**config.mk**
```make
export PLATFORM = sky130hd
export DESIGN_NAME = psf_ctrl
export DESIGN_NICKNAME = d
export VERILOG_FILES = /design/src/common/psf_pkg.sv /design/src/core/psf_ctrl.sv
export SDC_FILE = /design/constraint.sdc
export NUM_CORES = 1
export LEC_CHECK = 0
export BUFFER_PORTS_ARGS = -buffer_cell sky130_fd_sc_hd__buf_2
export CORE_ASPECT_RATIO = 1.2
export CORE_MARGIN = 2
export CORE_UTILIZATION = 60
export DETAILED_ROUTE_END_ITERATION = 10
export GPL_TIMING_DRIVEN = 0
export PLACE_DENSITY = 0.78
export SYNTH_ARGS = -nofsm -noshare
export SYNTH_HDL_FRONTEND = slang
export SYNTH_SLANG_ARGS = --single-unit
```
**constraint.sdc**
```tcl
create_clock -name clk -period 5 [get_ports clk]
set_clock_uncertainty 0.1 [all_clocks]
set_input_delay 0.5 -clock clk [delete_from_list [all_inputs] [get_ports clk]]
set_output_delay 0.5 -clock clk [all_outputs]
set_load 0.01 [all_outputs]
```
**src/common/psf_pkg.sv**
```systemverilog
package psf_pkg;

    // ****************************************************************
    // Register offsets
    // ****************************************************************
    localparam logic [7:0] CHARGE_OFS = 8'h1A;
    localparam logic [7:0] TRIM_OFS   = 8'h1B;
    localparam logic [7:0] FAULT_OFS  = 8'h1C;

    // ****************************************************************
    // Field positions and reset values
    // ****************************************************************
    localparam int         TRIM_CMD_BIT    = 0;
    localparam int         TRIM_METHOD_BIT = 1;
    localparam int         TRIM_DONE_BIT   = 6;
    localparam logic [4:0] CHARGE_RST      = 5'h00;
    localparam logic [3:0] FAULT_RST       = 4'h0;
    localparam logic       TRIM_METHOD_RST = 1'b0;

    // ****************************************************************
    // Timing: charge and fault waits count ticks of a 100 us time base
    // ****************************************************************
    localparam int TICK_US    = 100;
    localparam int CLK_MHZ    = 10;
    localparam int TICK_CYC   = TICK_US * CLK_MHZ;
    // Charge wait of the lowest decade, indexed by code bits 2..0
    // (13, 16.9, 23.4, 31.2, 41.6, 54.6, 72.8, 96.2 ms)
    localparam logic [7:0][16:0] CHARGE_BASE_TICKS = {
        17'h003C2, 17'h002D8, 17'h00222, 17'h001A0,
        17'h00138, 17'h000EA, 17'h000A9, 17'h00082
    };
    // The two upper code groups scale the same table by decades
    localparam logic [16:0] CHARGE_X10  = 17'h0000A;
    localparam logic [16:0] CHARGE_X100 = 17'h00064;
    // Fault wait unit is 1.3 ms, i.e. 13 ticks
    localparam logic [7:0]  FAULT_UNIT_TICKS = 8'h0D;
    localparam logic [7:0]  FAULT_MIN_TICKS  = 8'h01;
    localparam logic [7:0]  FAULT_MAX_TICKS  = 8'h82;
    localparam logic [3:0]  FAULT_MAX_CODE   = 4'hA;
    // Factory trim settles in a fixed number of clocks
    localparam logic [7:0]  TRIM_FACTORY_CYC = 8'h10;
    // Field trim observes this many frame clock periods
    localparam logic [7:0]  TRIM_FIELD_FRAMES = 8'h04;

    // ****************************************************************
    // Sequencer states
    // ****************************************************************
    typedef enum logic [4:0] {
        ST_IDLE   = 5'h01,
        ST_CHARGE = 5'h02,
        ST_RUN    = 5'h04,
        ST_FAULT  = 5'h08,
        ST_RESET  = 5'h10
    } psf_state_t;

endpackage

```
**src/core/psf_ctrl.sv**
```systemverilog
`timescale 1ns/1ps
// Summary of operation
// - PWM start waits for the programmed split-capacitor charge period.
// - Charge wait only applies in single-ended split-capacitor mode.
// - Charge bits four and three both zero means no charge wait.
// - Codes 01000..01111 give 13 to 96.2 ms charge waits.
// - Codes 10000..10111 give 130 to 962 ms charge waits.
// - Codes 11000..11111 give 1300 to 9620 ms charge waits.
// - Trim register bit six reads one once trimming has completed.
// - Writing trim bit zero high launches trim with chosen method.
// - Fault input low forces all PWM and both group enables low.
// - After fault, wait the programmed period, then start a reset.
// - Fault code 0000 gives a wait below 1.3 ms.
// - Fault codes 1..10 give code times 1.3 ms.
// - Code 1011 and codes 11xx give the 13 ms maximum.
// - Surround channels form group one, the rest group two.
module psf_ctrl
    import psf_pkg::*;
#(
    parameter int TICK_CYCLES = TICK_CYC
) (
    // Clock and reset
    input  wire logic       clk,
    input  wire logic       rstn,
    input  wire logic       ce,
    // Register access port
    input  wire logic       regWrite,
    input  wire logic [7:0] regAddr,
    input  wire logic [7:0] regWdata,
    output logic      [7:0] regRdata,
    // System controls
    input  wire logic       splitCapMode,
    input  wire logic       startReq,
    input  wire logic [5:0] surroundMask,
    input  wire logic       frameClk,
    // Modulator and power stage
    input  wire logic [5:0] pwmIn,
    input  wire logic       power_stage_fault_n,
    output logic      [5:0] pwmOut,
    output logic            shutdown_group1_enable,
    output logic            shutdown_group2_enable,
    output logic            faultResetReq,
    output logic            trimDone
);

    // ****************************************************************
    // Decoding functions
    // ****************************************************************
    // Charge code to ticks; the three decades share one mantissa table
    function automatic logic [16:0] chargeTicks(input logic [4:0] code);
        logic [16:0] base;
        base = CHARGE_BASE_TICKS[code[2:0]];
        case (code[4:3])
            2'h1: chargeTicks = base;
            2'h2: chargeTicks = 17'(base * CHARGE_X10);
            2'h3: chargeTicks = 17'(base * CHARGE_X100);
            default: chargeTicks = 17'h00000;
        endcase
    endfunction

    // Fault code to ticks of wait before the reset request
    function automatic logic [7:0] faultTicks(input logic [3:0] code);
        if (code == 4'h0) begin
            faultTicks = FAULT_MIN_TICKS;
        end else if (code > FAULT_MAX_CODE) begin
            faultTicks = FAULT_MAX_TICKS;
        end else begin
            faultTicks = 8'(FAULT_UNIT_TICKS * {4'h0, code});
        end
    endfunction

    // ****************************************************************
    // Registers and decode
    // ****************************************************************
    logic [4:0]  charge_q;
    logic [3:0]  fault_q;
    logic        trimMethod_q;
    logic        trimDone_q;
    logic        trimBusy_q;
    logic [7:0]  trimCnt_q;
    logic        framePrev_q;
    logic [15:0] preCnt_q;
    logic [16:0] timer_q;
    psf_state_t  state_q;
    psf_state_t  state_d;
    logic [16:0] timer_d;
    logic        timerLoad;
    logic [5:0]  pwm_q;
    logic        grp1_q;
    logic        grp2_q;
    logic        rstReq_q;
    logic [7:0]  rdata_q;

    wire wrCharge = regWrite && (regAddr == CHARGE_OFS);
    wire wrTrim   = regWrite && (regAddr == TRIM_OFS);
    wire wrFault  = regWrite && (regAddr == FAULT_OFS);
    // Writing 0x00 must also enable factory trim, so a factory
    // selection always launches; field trim needs the command bit
    wire trimLaunch = wrTrim && (regWdata[TRIM_CMD_BIT]
                      || !regWdata[TRIM_METHOD_BIT]);
    wire frameRise  = frameClk && !framePrev_q;
    wire trimStep   = trimMethod_q ? frameRise : 1'b1;
    wire trimTarget = trimMethod_q ? (trimCnt_q == TRIM_FIELD_FRAMES)
                                   : (trimCnt_q == TRIM_FACTORY_CYC);
    // Time base only runs from a trimmed oscillator
    wire tick = trimDone_q && (preCnt_q == 16'(TICK_CYCLES - 1));
    wire faulted = !power_stage_fault_n;
    wire timerZero = (timer_q == 17'h00000);
    wire [16:0] chargeLoad = splitCapMode ? chargeTicks(charge_q)
                                          : 17'h00000;

    // Read mux; undefined bits read zero
    wire [7:0] rdMux =
        (regAddr == CHARGE_OFS) ? {3'h0, charge_q} :
        (regAddr == TRIM_OFS)   ? {1'b0, trimDone_q, 4'h0,
                                   trimMethod_q, trimBusy_q} :
        (regAddr == FAULT_OFS)  ? {4'h0, fault_q} : 8'h00;

    // ****************************************************************
    // Sequencer next state
    // ****************************************************************
    always_comb begin
        state_d = state_q;
        timerLoad = 1'b0;
        timer_d = (tick && !timerZero) ? timer_q - 17'h00001 : timer_q;
        case (state_q)
            ST_IDLE: begin
                if (startReq) begin
                    state_d = ST_CHARGE;
                    timerLoad = 1'b1;
                    timer_d = chargeLoad;
                end
            end
            ST_CHARGE: begin
                if (!startReq) begin
                    state_d = ST_IDLE;
                end else if (timerZero) begin
                    state_d = ST_RUN;
                end
            end
            ST_RUN: begin
                if (!startReq) begin
                    state_d = ST_IDLE;
                end
            end
            ST_FAULT: begin
                if (timerZero) begin
                    state_d = ST_RESET;
                end
            end
            ST_RESET: begin
                state_d = ST_IDLE;
            end
            default: begin
                state_d = ST_IDLE;
            end
        endcase
        // A fault outside ST_FAULT overrides everything and restarts the wait
        if (faulted && state_q != ST_FAULT) begin
            state_d = ST_FAULT;
            timerLoad = 1'b1;
            timer_d = {9'h000, faultTicks(fault_q)};
        end
    end

    // ****************************************************************
    // Register file
    // ****************************************************************
    always_ff @(posedge clk or negedge rstn) begin
        if (!rstn) begin
            charge_q     <= CHARGE_RST;
            fault_q      <= FAULT_RST;
            trimMethod_q <= TRIM_METHOD_RST;
        end else if (ce) begin
            if (wrCharge) charge_q <= regWdata[4:0];
            if (wrFault) fault_q <= regWdata[3:0];
            if (wrTrim) trimMethod_q <= regWdata[TRIM_METHOD_BIT];
        end
    end

    // ****************************************************************
    // Oscillator trim engine
    // ****************************************************************
    always_ff @(posedge clk or negedge rstn) begin
        if (!rstn) begin
            trimBusy_q  <= 1'b0;
            trimDone_q  <= 1'b0;
            trimCnt_q   <= 8'h00;
            framePrev_q <= 1'b0;
        end else if (ce) begin
            framePrev_q <= frameClk;
            if (trimLaunch) begin
                trimBusy_q <= 1'b1;
                trimDone_q <= 1'b0;
                trimCnt_q  <= 8'h00;
            end else if (trimBusy_q && trimTarget) begin
                trimBusy_q <= 1'b0;
                trimDone_q <= 1'b1;
            end else if (trimBusy_q && trimStep) begin
                trimCnt_q <= trimCnt_q + 8'h01;
            end
        end
    end

    // ****************************************************************
    // Time base and sequencer
    // ****************************************************************
    always_ff @(posedge clk or negedge rstn) begin
        if (!rstn) begin
            preCnt_q <= 16'h0000;
            timer_q  <= 17'h00000;
            state_q  <= ST_IDLE;
        end else if (ce) begin
            // Restart the time base with each new wait, so that its
            // first tick is a whole one and the wait is not cut short
            preCnt_q <= (tick || timerLoad || !trimDone_q)
                        ? 16'h0000 : preCnt_q + 16'h0001;
            timer_q  <= timer_d;
            state_q  <= state_d;
        end
    end

    // ****************************************************************
    // Registered outputs
    // ****************************************************************
    // Fault input gates outputs directly so the drop costs one clock
    always_ff @(posedge clk or negedge rstn) begin
        if (!rstn) begin
            pwm_q    <= 6'h00;
            grp1_q   <= 1'b0;
            grp2_q   <= 1'b0;
            rstReq_q <= 1'b0;
            rdata_q  <= 8'h00;
        end else if (ce) begin
            pwm_q  <= (state_d == ST_RUN) ? pwmIn : 6'h00;
            // Group enables follow the surround membership
            grp1_q <= (state_d == ST_RUN) && |surroundMask;
            grp2_q <= (state_d == ST_RUN) && |(~surroundMask);
            rstReq_q <= (state_q == ST_RESET);
            rdata_q  <= rdMux;
        end
    end

    assign pwmOut                 = pwm_q;
    assign shutdown_group1_enable = grp1_q;
    assign shutdown_group2_enable = grp2_q;
    assign faultResetReq          = rstReq_q;
    assign trimDone               = trimDone_q;
    assign regRdata               = rdata_q;

endmodule // psf_ctrl

```
==> run summary, run 1 <==
YS warnings: 0
Final wirelength: 15,940 um
Critical Path End Type: register
Run status: finished, final reports clean
Full die area: 0.01065 mm2
Final hold slack: 0.2853 ns
Max stage delay on crit path: 0.49 ns
Post-Synth Simple-Gate Area: 24.43%
Adder-cell share of the synthesized area: 12.88%
Crit path kind: register to register
Slew Limit Fails: 0
Synth top area cells: dfrtp_1 (31%), ha_1 (12%), nor2_1 (3.6%)
Area fraction in compound gates after synthesis: 17.23%
RSZ-0062 raised after global routing: false
Drt wl/cell: 18.66 um
Vias: 5,534
Maximum vdd drop: 208.1 uV
Max-capacitance violation count: 0
Width of the die: 94.56 um
Remaining global-route overflow: 0
Number of flops mapped to enable cells by yosys: 0
Vias in the first global route: 5,284
Slowest CP cell: fa_1
Worst Hold Class: primary input to register
Asr flop ratio synth: 100.0%
Top_reg_cell synth: dfrtp_1
Worst setup SP type: register
Synth top area share: 30.94%
Gate count of the mapped netlist: 664
Largest net degree at the start of global routing: 59
Area Overhead vs Synth: 12.97%
CTS tree: done
Drt pass-1 iters: 5
Gr usage total: 31.35%
TritonCTS Buffers: 9
Buf/Inv on CP: 2
Dpl hpwl: 11,870 um
Initial drt markers: 432
Clk root buf: clkbuf_16
Post-synthesis mux area share: 3.624%
Most used cell, CP: ha_1
Global-route wire length before repair: 26,210 um
Xor and xnor area share after synthesis: 5.933%
# IOs: 54
Post-CTS Setup Repair Bufs: 0
Synth Area per Inst: 8.892 um2
Layout cells sized above 1: 14.09%
Fmax achieved: 214.4 MHz
DRC Markers: 0
Clock Latency Late Sink: 0.34 ns
Port Buffers: 48
Worst Path Required: 5.12 ns
CTS H-Tree Depth: 3
#FFs+latches synth: 74
PD cells: 331.1 mW/mm2
CP top delay family: adder cells
Sequential area share after synthesis: 31.38%
Leakage dissipation: 3.076 nW
CP Max Fanout: 10
Final setup vio count: 0
Clock-pin slew on the worst setup and hold paths: 0.06 ns
Die height: 112.7 um
Final period util: 93.30%
GP Congestion: 0.9521
Final Power: 2.208 mW
CP cell instances: clkbuf_1 > inv_1 > ha_1 > a21oi_1 > ha_1 > ha_1 > fa_1 > ha_1 > nand3_1 > o22ai_1 > nor4_1 > nand2_1 > a32oi_1 > nand2_1
Mapped Area: 0.005904 mm2
Final ANT Viol Nets: 0
Relative slew slack: 48.95%
Distinct cells, synth: 77
Sinks on the clock net: 74
Via density per instance: 6.480
Max clock buf depth: 2
PostCTS Resize Cnt: 0
Antenna violations before repair: 0
Worst-margin pin slew: 0.7444 ns
Main combinational cell family by area after synthesis: simple AND/OR/NAND/NOR gates
Fin. Hold Viols: 0
Synth area leader: dfrtp_1
# rows: 39
TNS Setup: 0 ns
N_diodes: 0
Min cycle time layout: 4.665 ns
Nets: 821
CP arrival: 4.78 ns
Core Region: 0.009564 mm2
Initial core utilization: 61.73%
[synth_stat cells, drive strengths merged, types with 14 or more instances]
cell and number:
dfrtp 73, nand3 28, clkbuf 19, nor3 14
nor2 59, nand4 20, and2 15, xor2 24
ha 56, a21oi 37, xnor2 16, inv 30
o21ai 38, nand2 54
[power by group]
part	switching (mW)	internal (mW)	total, mW
Clock	0.264	0.451	0.715
Combinational	0.481	0.294	0.775
Sequential	0.0617	0.656	0.718
[layout by cell type, fill, tap and decap left out, drive strengths merged, types with 6 or more instances in the layout]
master	n
xnor2	16
mux2i	9
a31oi	6
and3	12
nor2b	8
a22o	8
o21ai	38
a21oi	37
nor2	59
ha	56
nor3	14
buf	61
nand3	28
mux2	9
inv	31
and2	15
dfrtp	73
nor4	12
xor2	24
nand2	54
nand2b	7
a21o	7
clkbuf	29
nand4	20
nor4b	6
[area by class of cell]
cell class                 instances  area (um2)
multi-input combinational        530        3792
fill                             774        2894
sequential                        74        1853
timing repair buffer              50       280.3
clock buffer                      10       239.0
tap                              123       153.9
buffer                            31       150.1
inverter                          30       112.6
clock inverter                     6       88.84
[per-layer routing]
| metal | vias to the layer above | track usage (%) | part of all wire, % |
|---|---|---|---|
| met5 | - | 0 | 0 |
| met4 | 0 | 15.65 | 4.3 |
| met3 | 51 | 4.295 | 5.9 |
| met2 | 242 | 52.86 | 49 |
| met1 | 2682 | 39.03 | 40 |
| li1 | 2559 | - | - |
[flip-flops by register name (all words and copies together), names as in the netlist]
signal and flops:
timer_q 17, preCnt_q 16, trimCnt_q 8, pwmOut 6, regRdata 6, charge_q 5
state_q 5, fault_q 4, faultResetReq 1, framePrev_q 1, shutdown_group1_enable 1, shutdown_group2_enable 1
trimBusy_q 1, trimDone 1, trimMethod_q 1
[worst paths after layout]
| kind | depth (start not counted) | end | startpoint | slack (ns) |
|---|---|---|---|---|
| setup reg to reg | 14 | timer_q[14] | charge_q[1] | 0.33 |
| setup / recovery | 14 | timer_q[14] | charge_q[1] | 0.33 |
| hold reg to reg | 1 | preCnt_q[0] | preCnt_q[0] | 0.40 |
| max in group asynchronous | 3 | state_q[0] | rstn | 3.72 |
| hold / removal | 3 | fault_q[3] | regWdata[3] | 0.29 |
| min in group asynchronous | 2 | preCnt_q[12] | rstn | 0.47 |
[logic make-up (layout without fill, tap and decap cells)]
group / after synthesis / count (layout)
buffers and inverters: 61 / 127
muxes: 19 / 19
AOI/OAI and AO/OA: 150 / 150
adders and majority gates: 59 / 59
other: 1 / 2
DFF: 74 / 74
xor gates and xnor gates: 40 / 40
and+or+nand+nor: 260 / 260
[tightest hold or removal path, delay by kind of cell]
family                 cells  cell delay (ns)
buffers and inverters      1             0.09
AOI/OAI and AO/OA          1             0.06
and+or+nand+nor            1             0.04
[per-stage QoR]
step | cells | util, % | worst slack, ns | area [um2]
finish | 854 | 69.74 | 0.3349 | 6670
global route | 854 | 69.74 | 0.06246 | 6670
CTS | 854 | 69.74 | 0.3822 | 6670
detailed placement | 837 | 66.21 | 0.4074 | 6332
global placement | 836 | 65.89 | 0.4309 | 6302
floorplan | 665 | - | 1.275 | 5908
[timing repair]
action	CTS	global route
endpoints found under the hold margin	16	0
hold buffers	1	0
setup endpoints to repair	0	0
No activity file was read; power rests on OpenSTA's default activity.
==> inputs of run 2 (changes only) <==
CORE_UTILIZATION = 30   (was 60)
PLACE_DENSITY = 0.44   (was 0.78)
==> run 2 against run 1 <==
Compared with the run above: fmax grew 3.5%; count of clock-buffer cells in the layout grew 2; final area grew 2.3%; register-to-register slack gained 0.16 ns; hold slack gained 0.0046 ns; flip-flop and latch count is the same; sequential power is essentially flat; first-iteration DRC count shrank 7.2%; final cell count grew 16%; global-route usage shrank 14 points; critical path depth is the same; non-clock buffer count is the same; critical path type unchanged; critical endpoint unchanged; highest routed layer unchanged.
==> run summary, run 2 (synthesis results as in run 1) <==
Run status: finished, final reports clean
Clock power share: 31.0%
Reg with most FFs: timer_q
Nets: 821
Drt wl/cell: 17.78 um
CP top delay family: adder cells
Slowest CP cell: dfrtp_1
TritonCTS Buffers: 9
Worst slack, placed: 0.2626 ns
Largest net degree at the start of global routing: 59
Gr usage total: 17.24%
NetSw: 0.8022 mW
Leakage dissipation: 3.068 nW
Vias in the first global route: 5,346
Most common cell after layout, fill and taps aside: dfrtp_1
Cell Area, Placed: 0.006505 mm2
CP arrival: 4.62 ns
Clock Latency Late Sink: 0.34 ns
CP cell instances: inv_1 > ha_1 > a21oi_1 > inv_1 > ha_1 > ha_1 > fa_1 > ha_1 > nand3_1 > o22ai_1 > nor4_1 > or3_1 > a32oi_1 > nand2_1
GP Congestion: 0.8461
Final wirelength: 17,640 um
Final core utilization: 35.15%
Slew Limit Fails: 0
Worst setup SP type: register
Remaining global-route overflow: 0
Die height: 157.7 um
# rows: 56
Worst Hold Class: primary input to register
Worst Path Required: 5.11 ns
Width of the die: 132.1 um
Initial core utilization: 30.42%
Max-capacitance violation count: 0
TNS Setup: 0 ns
Max stage delay on crit path: 0.59 ns
RSZ-0062 raised after global routing: false
Clock-pin slew on the worst setup and hold paths: 0.06 ns
Fillcell total: 2,052
Final ANT Viol Nets: 0
Max clock buf depth: 2
Global-route wire length before repair: 28,360 um
PD cells: 317.4 mW/mm2
Area Overhead vs Synth: 15.55%
Drt pass-1 iters: 5
N_diodes: 0
Antenna violations before repair: 0
Via density per instance: 5.273
Combinational power share: 35.7%
Min cycle time layout: 4.507 ns
Register share of total power: 33.3%
Final Power: 2.166 mW
Dpl hpwl: 13,510 um
Pint: 1.363 mW
Largest register FFs: 17
Buf/Inv on CP: 2
Top Registers: timer_q: 17 flops, preCnt_q: 16 flops, trimCnt_q: 8 flops
Fin. Hold Viols: 0
Port Buffers: 48
DRC Markers: 0
Fin area: 0.006823 mm2
Maximum vdd drop: 140.8 uV
Core Region: 0.01941 mm2
Crit path kind: register to register
Final setup vio count: 0
Full die area: 0.02082 mm2
Most frequent cells in the layout: dfrtp_1 (73), nor2_1 (56), ha_1 (56), nand2_1 (53), buf_2 (50)
CTS tree: done
CTS H-Tree Depth: 3
Sinks on the clock net: 74
Register area: 0.001853 mm2
Initial drt markers: 401
Net Sw Frac: 37.04%
Final period util: 90.13%
Fmax achieved: 221.9 MHz
Worst-margin pin slew: 0.7866 ns
CP Max Fanout: 11
Vias: 5,231
# IOs: 54
Most used cell, CP: ha_1
Worst setup margin: 0.4933 ns
Relative slew slack: 47.56%
Layout cells sized above 1: 14.09%
Clk root buf: clkbuf_16
Critical Path End Type: register
Multi-input gate area: 0.003792 mm2
[run 2: cell types whose count changed in the layout (fill, tap and decap cells not counted), sizes merged]
cell,change
bufinv,-1
clkbuf,+2
inv,-1
[run 2: layout make-up]
| class | instances | area share (%) |
|---|---|---|
| multi-input cells | 530 | 55.58 |
| repair buffers | 50 | 4.108 |
| plain buffers | 31 | 2.219 |
| inverters | 30 | 1.650 |
| well taps | 261 | 4.786 |
| clock buffers | 12 | 3.759 |
| clock inverters | 4 | 0.7335 |
| flip-flops and latches | 74 | 27.16 |
[run 2: routing by layer]
metal / wire length [um] / GRT usage [%] / vias to the layer above
li1: - / - / 2555
met1: 7761 / 21.35 / 2533
met2: 8978 / 31.08 / 119
met3: 586 / 2.402 / 24
met4: 309 / 5.280 / 0
met5: 0 / 0 / -
[run 2: what timing repair did]
| item | 4_1_cts | 5_1_grt |
|---|---|---|
| endpoints found under the hold margin | 16 | 0 |
| hold buffers | 1 | 0 |
| resized for setup | 0 | 2 |
| setup endpoints to repair | 0 | 1 |
| buffers inserted | 0 | 0 |
[run 2: power by group through the flow]
stage                     combinational [mW]  clock [mW]  sequential [mW]
final                                  0.774       0.671            0.720
after global routing                   0.868       0.715            0.728
after CTS                              0.775       0.695            0.719
after detailed placement               0.771           0            0.729
after global placement                 0.761           0            0.729
after floorplan                        0.559           0            0.711
[run 2: final timing paths]
| kind | startpoint | to | slack (ns) | depth (start not counted) |
|---|---|---|---|---|
| max in group asynchronous | rstn | state_q[0] | 3.70 | 3 |
| min reg2reg | regRdata[6] | regRdata[6] | 0.39 | 1 |
| max reg2reg | charge_q[0] | timer_q[14] | 0.49 | 14 |
| max | charge_q[0] | timer_q[14] | 0.49 | 14 |
| min in group asynchronous | rstn | preCnt_q[9] | 0.49 | 2 |
| min | pwmIn[4] | pwmOut[4] | 0.29 | 2 |
[run 2: through the flow]
stage / cells / hold WS (ns)
after floorplan: 665 / 0.1044
after global placement: 974 / 0.3785
after detailed placement: 975 / 0.2954
after CTS: 992 / 0.2717
after global routing: 992 / 0.2827
final: 992 / 0.2899
